**config.mk**
```make
export PLATFORM = sky130hd
export DESIGN_NAME = mspr_top
export DESIGN_NICKNAME = d
export VERILOG_FILES = /design/src/rtl/mspr_top.v
export VERILOG_INCLUDE_DIRS = /design/src /design/src/rtl
export SDC_FILE = /design/constraint.sdc
export NUM_CORES = 1
export LEC_CHECK = 0
export ABC_AREA = 1
export BUFFER_PORTS_ARGS = -buffer_cell sky130_fd_sc_hd__buf_2
export CORE_ASPECT_RATIO = 0.5
export CORE_UTILIZATION = 42
export CTS_CLUSTER_DIAMETER = 60
export DETAILED_ROUTE_END_ITERATION = 8
export GPL_ROUTABILITY_DRIVEN = 0
export PLACE_DENSITY = 0.88
export SETUP_SLACK_MARGIN = 0.15
export SLEW_MARGIN = 25
export SYNTH_ARGS = -nofsm -noshare
export SYNTH_HDL_FRONTEND = slang
export SYNTH_SLANG_ARGS = --single-unit
```
**constraint.sdc**
```tcl
create_clock -name pclk -period 1.6 [get_ports pclk]
set_input_delay 0 -clock pclk [delete_from_list [all_inputs] [get_ports pclk]]
set_output_delay 0 -clock pclk [all_outputs]
set_load 0.1 [all_outputs]
```
**src/rtl/mspr_regs.vh**
```
`ifndef MSPR_REGS_VH
`define MSPR_REGS_VH

// ---------------------------------------------------------------
// register map
// ---------------------------------------------------------------
`define MSPR_CTRL_ADDR     16'h103C
// mode/priority register fields
`define MSPR_BIT_BOOT      7
`define MSPR_BIT_SPECIAL_MODE_FLAG      6
`define MSPR_BIT_MDA       5
`define MSPR_BIT_IRV       4
`define MSPR_PSEL_HI       3
`define MSPR_PSEL_LO       0
`define MSPR_PSEL_RST      4'h6

// ---------------------------------------------------------------
// memory map
// ---------------------------------------------------------------
`define MSPR_RAM_RST_PAGE  4'h0
`define MSPR_REG_RST_PAGE  4'h1
`define MSPR_REG_SPAN      16'h0040
`define MSPR_BOOT_BASE     16'hBE00
`define MSPR_BOOT_TOP      16'hBFFF
`define MSPR_EE_SM_BASE    16'hB600
`define MSPR_EE_SM_TOP     16'hB7FF
`define MSPR_EE_LG_RST     4'hF
`define MSPR_EE_LG_OFS     12'h800
`define MSPR_VEC_NORMAL    16'hFFFA
`define MSPR_VEC_SPECIAL   16'hBFFA

// ---------------------------------------------------------------
// eeprom variants and strap timing
// ---------------------------------------------------------------
`define MSPR_EE_NONE       2'h0
`define MSPR_EE_SMALL      2'h1
`define MSPR_EE_LARGE      2'h2
`define MSPR_STRAP_WAIT    2'h3

`endif

```
**src/rtl/mspr_top.v**
```verilog
`timescale 1ns/10ps
`include "mspr_regs.vh"

module mspr_top #(
  parameter [1:0]  EE_VARIANT = `MSPR_EE_SMALL,
  parameter [15:0] RAM_SPAN   = 16'h0200,
  parameter [15:0] ROM_BASE   = 16'hD000
) (
  input  wire        pclk,
  input  wire        presetn,
  // apb slave
  input  wire        psel,
  input  wire        penable,
  input  wire        pwrite,
  input  wire [15:0] paddr,
  input  wire [31:0] pwdata,
  output reg  [31:0] prdata,
  output reg         pready,
  output reg         pslverr,
  // mode pins
  input  wire        mode_pin_a_in,
  output reg         mode_pin_a_out,
  output reg         mode_pin_a_oe,
  input  wire        mode_pin_b_standby,
  // cpu side
  input  wire        cpu_fetch_first,
  input  wire        cpu_req,
  input  wire [15:0] cpu_addr,
  input  wire        cpu_internal_read,
  // configuration latches and relocation pages
  input  wire        program_rom_enable,
  input  wire        eeprom_enable,
  input  wire [3:0]  eeprom_page_select,
  input  wire [3:0]  ram_page,
  input  wire [3:0]  reg_page,
  input  wire        reloc_valid,
  // decode and mode outputs
  output reg         sel_regs,
  output reg         sel_ram,
  output reg         sel_boot_rom,
  output reg         sel_eeprom,
  output reg         sel_rom,
  output reg         sel_external,
  output reg  [15:0] reset_vector_base,
  output reg         read_visible,
  output reg         eclk_pin_enable,
  output reg  [3:0]  priority_select,
  output reg         special_mode_flag,
  output reg         mode_a_latch,
  output reg         mode_ready
);

  // ---------------------------------------------------------------
  // state
  // ---------------------------------------------------------------
  reg        pa_meta_reg;
  reg        pa_sync_reg;
  reg        pb_meta_reg;
  reg        pb_sync_reg;
  reg [1:0]  strap_cnt_reg;
  reg        strap_done_reg;
  reg        boot_reg;
  reg        special_mode_flag_reg;
  reg        mda_reg;
  reg        irv_reg;
  reg [3:0]  psel_reg;
  reg        mda_wr_done_reg;
  reg        irv_wr_done_reg;
  reg [3:0]  ee_page_reg;
  reg [7:0]  ctrl_rd;
  reg        hit_ctrl;
  reg        wr_en;
  reg        acc_go;
  reg        in_regs;
  reg        in_ram;
  reg        in_boot;
  reg        in_ee;
  reg        in_rom;
  reg        rom_on;
  reg        free_ram;
  reg        free_boot;
  reg        free_ee;
  reg        free_rom;
  reg [15:0] reg_base;
  reg [15:0] ram_base;
  reg [15:0] ee_base;

  // true when a lies in [base, base+span)
  function in_window;
    input [15:0] a;
    input [15:0] base;
    input [15:0] span;
    reg   [16:0] top;
    begin
      top = {1'b0, base} + {1'b0, span};
      in_window = ({1'b0, a} >= {1'b0, base}) && ({1'b0, a} < top);
    end
  endfunction

  // ---------------------------------------------------------------
  // mode pin synchronisers and strap capture
  // ---------------------------------------------------------------
  // pins are asynchronous; first stage feeds only the second
  // b resets high so the idle sample looks like a normal mode
  always @(posedge pclk or negedge presetn) begin
    if (!presetn) begin
      pa_meta_reg <= 1'b0;
      pa_sync_reg <= 1'b0;
      pb_meta_reg <= 1'b1;
      pb_sync_reg <= 1'b1;
    end else begin
      pa_meta_reg <= mode_pin_a_in;
      pa_sync_reg <= pa_meta_reg;
      pb_meta_reg <= mode_pin_b_standby;
      pb_sync_reg <= pb_meta_reg;
    end
  end

  // wait for the synchronisers to fill, then latch once
  // the sample is taken a few clocks after release, so the pins
  // must hold their levels until mode_ready rises
  always @(posedge pclk or negedge presetn) begin
    if (!presetn) begin
      strap_cnt_reg  <= 2'h0;
      strap_done_reg <= 1'b0;
    end else if (!strap_done_reg) begin
      if (strap_cnt_reg == `MSPR_STRAP_WAIT)
        strap_done_reg <= 1'b1;
      else
        strap_cnt_reg <= strap_cnt_reg + 2'h1;
    end
  end

  // ---------------------------------------------------------------
  // apb decode
  // ---------------------------------------------------------------
  // the slave answers in the second access cycle; before the straps
  // are latched an access phase simply stretches
  always @* begin
    hit_ctrl = (paddr == `MSPR_CTRL_ADDR);
    acc_go   = psel & penable & ~pready & strap_done_reg;
    wr_en    = psel & penable & pready & pwrite & hit_ctrl;
    ctrl_rd  = {boot_reg, special_mode_flag_reg, mda_reg, irv_reg, psel_reg};
  end

  // pready is a one-cycle pulse and every access takes three cycles;
  // a request raised before the straps are latched waits instead of
  // hanging the master on a missed setup-cycle answer
  always @(posedge pclk or negedge presetn) begin
    if (!presetn) begin
      pready  <= 1'b0;
      pslverr <= 1'b0;
      prdata  <= 32'h0000_0000;
    end else begin
      pready  <= acc_go;
      pslverr <= acc_go & ~hit_ctrl;
      if (acc_go & hit_ctrl & ~pwrite)
        prdata <= {24'h00_0000, ctrl_rd};
      else
        prdata <= 32'h0000_0000;
    end
  end

  // ---------------------------------------------------------------
  // mode and priority register
  // ---------------------------------------------------------------
  // write guards read the old special bit, so a write that clears it
  // still lands its other fields under special-mode rules
  always @(posedge pclk or negedge presetn) begin
    if (!presetn) begin
      boot_reg        <= 1'b0;
      special_mode_flag_reg        <= 1'b0;
      mda_reg         <= 1'b0;
      irv_reg         <= 1'b0;
      psel_reg        <= `MSPR_PSEL_RST;
      mda_wr_done_reg <= 1'b0;
      irv_wr_done_reg <= 1'b0;
    end else if (!strap_done_reg) begin
      if (strap_cnt_reg == `MSPR_STRAP_WAIT) begin
        // per-mode reset load
        // pin a high marks expanded and test, pin b low marks special
        special_mode_flag_reg <= ~pb_sync_reg;
        mda_reg  <= pa_sync_reg;
        boot_reg <= ~pb_sync_reg & ~pa_sync_reg;
        irv_reg  <= ~pb_sync_reg & pa_sync_reg;
        psel_reg <= `MSPR_PSEL_RST;
      end
    end else if (wr_en) begin
      psel_reg <= pwdata[`MSPR_PSEL_HI:`MSPR_PSEL_LO];
      // boot bit writable in special only
      if (special_mode_flag_reg)
        boot_reg <= pwdata[`MSPR_BIT_BOOT];
      // clearing is the only way out
      if (special_mode_flag_reg)
        special_mode_flag_reg <= pwdata[`MSPR_BIT_SPECIAL_MODE_FLAG];
      // free in special, once in normal
      if (special_mode_flag_reg || !mda_wr_done_reg) begin
        mda_reg         <= pwdata[`MSPR_BIT_MDA];
        mda_wr_done_reg <= 1'b1;
      end
      if (!irv_wr_done_reg) begin
        irv_reg         <= pwdata[`MSPR_BIT_IRV];
        irv_wr_done_reg <= 1'b1;
      end
    end
  end

  // ---------------------------------------------------------------
  // eeprom page tracking
  // ---------------------------------------------------------------
  // default top page until relocated
  // the page is only taken while the relocation strobe is high
  always @(posedge pclk or negedge presetn) begin
    if (!presetn)
      ee_page_reg <= `MSPR_EE_LG_RST;
    else if (reloc_valid)
      ee_page_reg <= eeprom_page_select;
  end

  // ---------------------------------------------------------------
  // address decode
  // ---------------------------------------------------------------
  always @* begin
    // pages reset to 0 and 1 upstream of reloc_valid
    reg_base = reloc_valid ? {reg_page, 12'h000}
                           : {`MSPR_REG_RST_PAGE, 12'h000};
    ram_base = reloc_valid ? {ram_page, 12'h000}
                           : {`MSPR_RAM_RST_PAGE, 12'h000};
    ee_base  = {ee_page_reg, `MSPR_EE_LG_OFS};
    in_regs  = in_window(cpu_addr, reg_base, `MSPR_REG_SPAN);
    in_ram   = in_window(cpu_addr, ram_base, RAM_SPAN);
    // boot ROM only when special and enabled
    // both ends of each fixed window are inclusive
    in_boot  = boot_reg & special_mode_flag_reg &
               (cpu_addr >= `MSPR_BOOT_BASE) &&
               (cpu_addr <= `MSPR_BOOT_TOP);
    in_ee    = 1'b0;
    // small eeprom at a fixed window
    if (EE_VARIANT == `MSPR_EE_SMALL)
      in_ee = eeprom_enable && (cpu_addr >= `MSPR_EE_SM_BASE) &&
              (cpu_addr <= `MSPR_EE_SM_TOP);
    // large eeprom on its selected page
    else if (EE_VARIANT == `MSPR_EE_LARGE)
      in_ee = eeprom_enable && (cpu_addr[15:11] == ee_base[15:11]);
    // expanded modes need the enable bit
    rom_on   = ~mda_reg | program_rom_enable;
    in_rom   = rom_on && (cpu_addr >= ROM_BASE);
    // a rank is free only when every rank above it missed
    free_ram  = ~in_regs;
    free_boot = free_ram & ~in_ram;
    free_ee   = free_boot & ~in_boot;
    free_rom  = free_ee & ~in_ee;
  end

  always @(posedge pclk or negedge presetn) begin
    if (!presetn) begin
      sel_regs     <= 1'b0;
      sel_ram      <= 1'b0;
      sel_boot_rom <= 1'b0;
      sel_eeprom   <= 1'b0;
      sel_rom      <= 1'b0;
      sel_external <= 1'b0;
    end else begin
      sel_regs     <= cpu_req & in_regs;
      sel_ram      <= cpu_req & free_ram & in_ram;
      sel_boot_rom <= cpu_req & free_boot & in_boot;
      sel_eeprom   <= cpu_req & free_ee & in_ee;
      sel_rom      <= cpu_req & free_rom & in_rom;
      sel_external <= cpu_req & free_rom & ~in_rom;
    end
  end

  // ---------------------------------------------------------------
  // mode outputs, strobe pin and bus visibility
  // ---------------------------------------------------------------
  // every output is a flop so the far side sees no decode glitches;
  // the cost is one cycle of latency on each select and mode copy
  always @(posedge pclk or negedge presetn) begin
    if (!presetn) begin
      mode_pin_a_out    <= 1'b0;
      mode_pin_a_oe     <= 1'b0;
      reset_vector_base <= `MSPR_VEC_NORMAL;
      read_visible      <= 1'b0;
      eclk_pin_enable   <= 1'b1;
      priority_select   <= `MSPR_PSEL_RST;
      special_mode_flag <= 1'b0;
      mode_a_latch      <= 1'b0;
      mode_ready        <= 1'b0;
    end else begin
      // only latched bits steer the mode
      special_mode_flag <= special_mode_flag_reg;
      mode_a_latch      <= mda_reg;
      mode_ready        <= strap_done_reg;
      priority_select   <= psel_reg;
      // open-drain low on first fetch cycle
      // the pin is never driven high; an outside pull-up sets the level
      mode_pin_a_out    <= 1'b0;
      mode_pin_a_oe     <= strap_done_reg & cpu_fetch_first;
      // vector block by special mode
      // clearing the special bit moves the vector back to the normal block
      reset_vector_base <= special_mode_flag_reg ? `MSPR_VEC_SPECIAL
                                    : `MSPR_VEC_NORMAL;
      // visibility only in expanded modes
      // in single-chip modes of the small and no-eeprom variants the same bit gates the clock pin instead
      read_visible      <= mda_reg & irv_reg & cpu_internal_read;
      // clock gate in single-chip modes
      // the relocatable-eeprom variant keeps the clock pin running
      if (mda_reg || EE_VARIANT == `MSPR_EE_LARGE)
        eclk_pin_enable <= 1'b1;
      else
        eclk_pin_enable <= ~irv_reg;
    end
  end

endmodule // mspr_top

```
==> results of run 1 <==
timing repair:
action / in CTS / in global routing
gates resized for setup: 0 / 1
hold buffers: 10 / 0
endpoints found under the hold margin: 47 / 0
endpoints found under the setup margin: 0 / 2
power groups by stage:
stage | logic (mW) | clock network, mW | registers (mW)
6_report | 0.745 | 0.975 | 1.15
2_1_floorplan | 0.573 | 0 | 1.26
3_3_place_gp | 0.718 | 0 | 1.17
5_1_grt | 0.790 | 1.05 | 1.15
4_1_cts | 0.746 | 0.991 | 1.15
3_5_place_dp | 0.726 | 0 | 1.17
worst paths after layout:
path | start | to | slack (ps) | depth (start not counted)
worst min register to register | pa_meta_reg | pa_sync_reg | 360 | 0
min in group asynchronous | presetn | mda_wr_done_reg | 320 | 3
worst max register to register | pready | mda_reg | 310 | 7
worst min-delay path | penable | pslverr | 4 | 3
max in group asynchronous | presetn | pready | 890 | 3
worst max-delay path | pready | mda_reg | 310 | 7
final cells by class:
type                       count  area (um2)  share of cell area
sequential                    44        1110               0.382
multi-input combinational    190         923               0.316
timing repair buffer          99         551               0.189
inverter                      29         109              0.0373
tap                           70        87.6              0.0300
clock buffer                   6        72.6              0.0249
clock inverter                 2        60.1              0.0206
cells in the final DEF, fill, tap and decap left out, types with 3 or more instances in the layout:
master / n
buf_2: 87
nand2_1: 52
nor2_1: 49
conb_1: 40
dfrtp_1: 35
inv_1: 29
ha_1: 11
nand3_1: 10
dlygate4sd3_1: 10
o21ai_1: 8
dfstp_2: 8
clkbuf_8: 5
nand4_1: 4
o21ai_0: 3
cells by family after synthesis:
| group | after synthesis | share of synthesized area |
|---|---|---|
| compound gates | 13 | 0.0291 |
| xor+xnor | 1 | 0.00377 |
| fa+ha+maj | 11 | 0.0593 |
| buf+inv | 72 | 0.187 |
| flops | 44 | 0.478 |
| other cells | 2 | 0.00323 |
| simple gates | 125 | 0.239 |
worst min-delay path: cells and delay by family:
kind / cells / cell delay (ps)
buffers and inverters: 1 / 120
AND/OR/NAND/NOR: 2 / 150
routing by layer:
layer / track usage / vias up / wire [um]
li1: - / 942 / -
met1: 0.188 / 845 / 1880
met2: 0.319 / 80 / 2320
met3: 0.0417 / 9 / 325
met4: 0.0616 / 0 / 74
met5: 0 / - / 0
per-stage QoR:
stage | total power, mW | hold WS (ps) | std cells | util | worst slack, ps
after global placement | 1.89 | 89.7 | 422 | 0.524 | 301
after detailed placement | 1.90 | 93.3 | 422 | 0.524 | 255
final | 2.87 | 4.38 | 440 | 0.571 | 306
after floorplan | 1.84 | -296 | 306 | - | 203
after global routing | 2.99 | -1.97 | 440 | 0.571 | 150
after CTS | 2.89 | 0.257 | 440 | 0.570 | 224
==> flow_summary_export.csv, run 1 <==
group,metric,value,unit
run,maxCapViolCount,0,
sta,fin_crit_sh,0.808,
drt,wl_per_cell,10.5,um
sta,worst_pin_slew,529,ps
clocking,cts.path.max_buffers,2,
synthesis,yosysMostFrequentCell,"nand2_1",
worst_setup_path,cpMostUsedCell,"nand2_1",
floorplan,die_y,54.6,um
pwr,switching_share,0.344,
sta,setup_viol,0,
min_path,holdCritPathClass,"in -> reg",
worst_setup_path,critPathSlowestCell,"dfrtp_4",
floorplan,ios,156,
worst_setup_path,path_max_fanout,12,
clocking,clkSinkCount,44,
finish,largest_reg_flops,8,
pwr,seqPwrFrac,0.401,
global_routing,grt_max_degree,45,
finish,final_cell_area,0.00292,mm2
sta,tns,0,ps
clocking,cts.clk_slew.worst_paths,80,ps
finish,drive_gt1_frac,0.303,
finish,num_antenna_cells,0,
synthesis,asyncSetResetFlopFracSynth,1.00,
synthesis,synth_largest_area_cell,"dfrtp_1",
synthesis,ys_seq_elements,44,
sta,hold_viol_final,0,
drt,ant_nets,0,
synthesis,ys_seq_area_frac,0.478,
worst_setup_path,critical_path_required,1780,ps
synthesis,synth_top_cell_area_share,0.388,
pwr,pwr-share-clk,0.340,
floorplan,die_area,0.00585,mm2
sta,slew_violations,0,
drt,drtIter0Drc,70,
worst_setup_path,critical-path-top-delay-family,"simple AND/OR/NAND/NOR gates",
finish,nets,469,
worst_setup_path,cp-end-kind,"flop",
synthesis,synth_cells,268,
synthesis,synth_ff_type,"dfrtp_1",
drt,dr.pass1.iters,4,
synthesis,synth_edf_count,0,
finish,synthToLayoutAreaGrowth,25.6,%
sta,rsz0062_at_grt,"false",
global_routing,grt_pass1_vias,1695,
clocking,htreeDepth,2,
pwr,switching_power,987,uW
synthesis,synth.area.top_cells,"dfrtp_1 (39%), buf_4 (13%), dfstp_2 (9.1%)",
global_routing,grt_first_pass_wirelength,7240,um
pwr,ir_drop,0.000626,V
worst_setup_path,arrival,1470,ps
pwr,p_leak,1.67,nW
worst_setup_path,slowest_delay,430,ps
place,hpwl,3600,um
clocking,tritoncts,"done",
sta,maxSlewHeadroom,0.647,
worst_setup_path,critPathBufInv,0,
synthesis,synth_area,0.00232,mm2
global_routing,grtUsageTotal,0.167,
status,outcome,"finished clean",
floorplan,rows,18,
place,port_buffers,87,
finish,fillers,451,
worst_setup_path,worstSetupPathType,"reg -> reg",
pwr,combPwrFrac,0.260,
sta,post-route-min-period,1290,ps
sta,fin_skew,9.87,ps
drt,routed_wl,4600,um
floorplan,fp.dieW,107,um
global_routing,gr-total-overflow,0,
clocking,numCtsBuffers,5,
clocking,post-cts-setup-buffers,0,
floorplan,core,0.00511,mm2
clocking,root_buffer,"clkbuf_8",
synthesis,synth_top_cells_by_count,"nand2_1 (52), nor2_1 (49), buf_4 (40)",
pwr,p_per_area,984,mW/mm2
drt,drcViolationCount,0,
synthesis,synth_area_per_cell,8.67,um2
synthesis,ys_warn_count,0,
worst_setup_path,cp_cell_sequence,"nand2_1 -> nor2_4 -> nand3_2 -> nand2_4 -> nand2_1 -> nand2_1 -> nand2_1",
drt,routed-via-count,1876,
synthesis,synth.distinct_cells,26,
global_routing,antenna_found_initial,0,
worst_setup_path,cp-start-kind,"flop",
sta,fmax,0.773,GHz
floorplan,initial_core_util,0.454,
place,place_area,0.00268,mm2
drt,vias_per_cell,4.26,
pwr,intPower,1.88,mW
clocking,worstSkewPairLatency,290,ps
Power figures use the tool's default switching activity.
==> run 2, diff against run 1 <==
==> constraint.sdc (replaced) <==
create_clock -name pclk -period 1.3 [get_ports pclk]
set_input_delay 0 -clock pclk [delete_from_list [all_inputs] [get_ports pclk]]
set_output_delay 0 -clock pclk [all_outputs]
set_load 0.1 [all_outputs]
==> run 2 against run 1 <==
Against the previous run: clock power is 5% higher; global-route usage is 1.1 points higher; register-to-register slack worse by 270 ps; highest routed layer unchanged.
==> flow_summary_export.csv, run 2 (synthesized netlist as in run 1, its figures left out) <==
group,metric,value,unit
floorplan,fp.dieW,107,um
finish,layout.cells.non_filler,451,
finish,synthToLayoutAreaGrowth,33.6,%
finish,ff_latch_area,0.00111,mm2
worst_setup_path,critical_path_required,1520,ps
clocking,htreeDepth,2,
place,hpwl,3690,um
place,place_inst,425,
finish,drive_gt1_frac,0.365,
sta,fin_crit_sh,0.973,
clocking,clkSinkCount,44,
global_routing,grtUsageTotal,0.178,
finish,num_antenna_cells,0,
min_path,holdCritPathClass,"in -> reg",
worst_setup_path,cp-end-kind,"flop",
finish,final_common_cell,"buf_2",
floorplan,die_area,0.00585,mm2
drt,ant_nets,0,
worst_setup_path,path_max_fanout,7,
global_routing,antenna_found_initial,0,
sta,fin_skew,3.74,ps
clocking,tritoncts,"done",
floorplan,initial_core_util,0.454,
drt,routed_wl,5040,um
sta,hold_viol_final,0,
drt,drtIter0Drc,60,
pwr,p_leak,1.74,nW
sta,rsz0062_at_grt,"true",
run,maxCapViolCount,0,
worst_setup_path,cp-start-kind,"flop",
finish,final_cell_mix,"buf_2 (81), nor2_1 (47), nand2_1 (45)",
floorplan,ios,156,
finish,fillers,444,
sta,fmax,0.791,GHz
floorplan,core,0.00511,mm2
place,port_buffers,87,
clocking,numCtsBuffers,5,
pwr,p_per_area,1090,mW/mm2
global_routing,grt_max_degree,45,
clocking,cts.path.max_buffers,2,
sta,slew_violations,0,
sta,setup_viol,0,
drt,drcViolationCount,0,
worst_setup_path,arrival,1490,ps
finish,largest_reg_flops,8,
global_routing,gr-total-overflow,0,
finish,multi_input_area,0.00100,mm2
floorplan,rows,18,
worst_setup_path,worstSetupPathType,"reg -> reg",
sta,post-route-min-period,1260,ps
global_routing,grt_pass1_vias,1793,
drt,routed-via-count,1927,
clocking,worstSkewPairLatency,290,ps
status,outcome,"finished clean",
clocking,root_buffer,"clkbuf_8",
pwr,ir_drop,0.000527,V
global_routing,grt_first_pass_wirelength,7690,um
drt,dr.pass1.iters,4,
drt,wl_per_cell,11.2,um
finish,nets,480,
floorplan,die_y,54.6,um
drt,vias_per_cell,4.27,
clocking,cts.clk_slew.worst_paths,80,ps
finish,fin_util,0.607,
[run 2: repair_timing]
item | CTS | global route
pin swaps | 5 | 8
hold endpoints to repair | 56 | 0
buffers inserted | 0 | 7
resized for setup | 17 | 13
endpoints found under the setup margin | 14 | 23
hold buffers | 11 | 0
[run 2: critical path: stages (launching register included)]
cell	delay [ps]
dfrtp_1	430
nand3_4	120
nor2_4	130
nand3_4	150
nand2_8	120
buf_12	120
nand3_2	50
o21ai_1	80
[run 2: where the power goes]
part	leakage, nW	total [mW]	switching (mW)	internal, mW
Combinational	1.16	0.950	0.782	0.168
Sequential	0.532	1.42	0.0145	1.40
Clock	0.0552	1.02	0.448	0.570
Total	1.74	3.38	1.24	2.14
[run 2: worst paths after layout]
kind	slack, ps	endpoint	start	depth (start not counted)
worst max register to register	40	irv_reg	strap_done_reg	7
worst max-delay path	40	irv_reg	strap_done_reg	7
min in group asynchronous	250	irv_wr_done_reg	presetn	3
max in group asynchronous	800	reset_vector_base[14]	presetn	3
worst min register to register	350	pa_sync_reg	pa_meta_reg	0
worst min-delay path	40	boot_reg	pwdata[7]	5
[run 2: cell type report]
class	count	share of cell area
inverter	29	0.0351
timing repair buffer	110	0.219
sequential	44	0.359
multi-input combinational	190	0.324
tap	70	0.0282
clock inverter	2	0.0113
clock buffer	6	0.0234
[run 2: per-stage QoR]
stage / setup slack (ps) / total power [mW] / setup TNS [ps] / hold slack, ps / instance area (um2)
floorplan: -10.5 / 2.27 / -21.1 / -296 / 2490
global placement: 31.6 / 2.33 / 0 / -13.1 / 2740
detailed placement: -16.6 / 2.35 / -47.4 / -8.39 / 2740
CTS: 71.8 / 3.39 / 0 / 8.33 / 3000
global route: -21.8 / 3.53 / -34.2 / 36.9 / 3100
finish: 35.7 / 3.38 / 0 / 36.5 / 3100
[run 2: layer usage]
layer	wire length, um	share of wire	GRT usage
met1	1970	0.39	0.192
met2	2650	0.53	0.348
met3	305	0.061	0.0369
met4	119	0.024	0.0913
met5	0	0	0
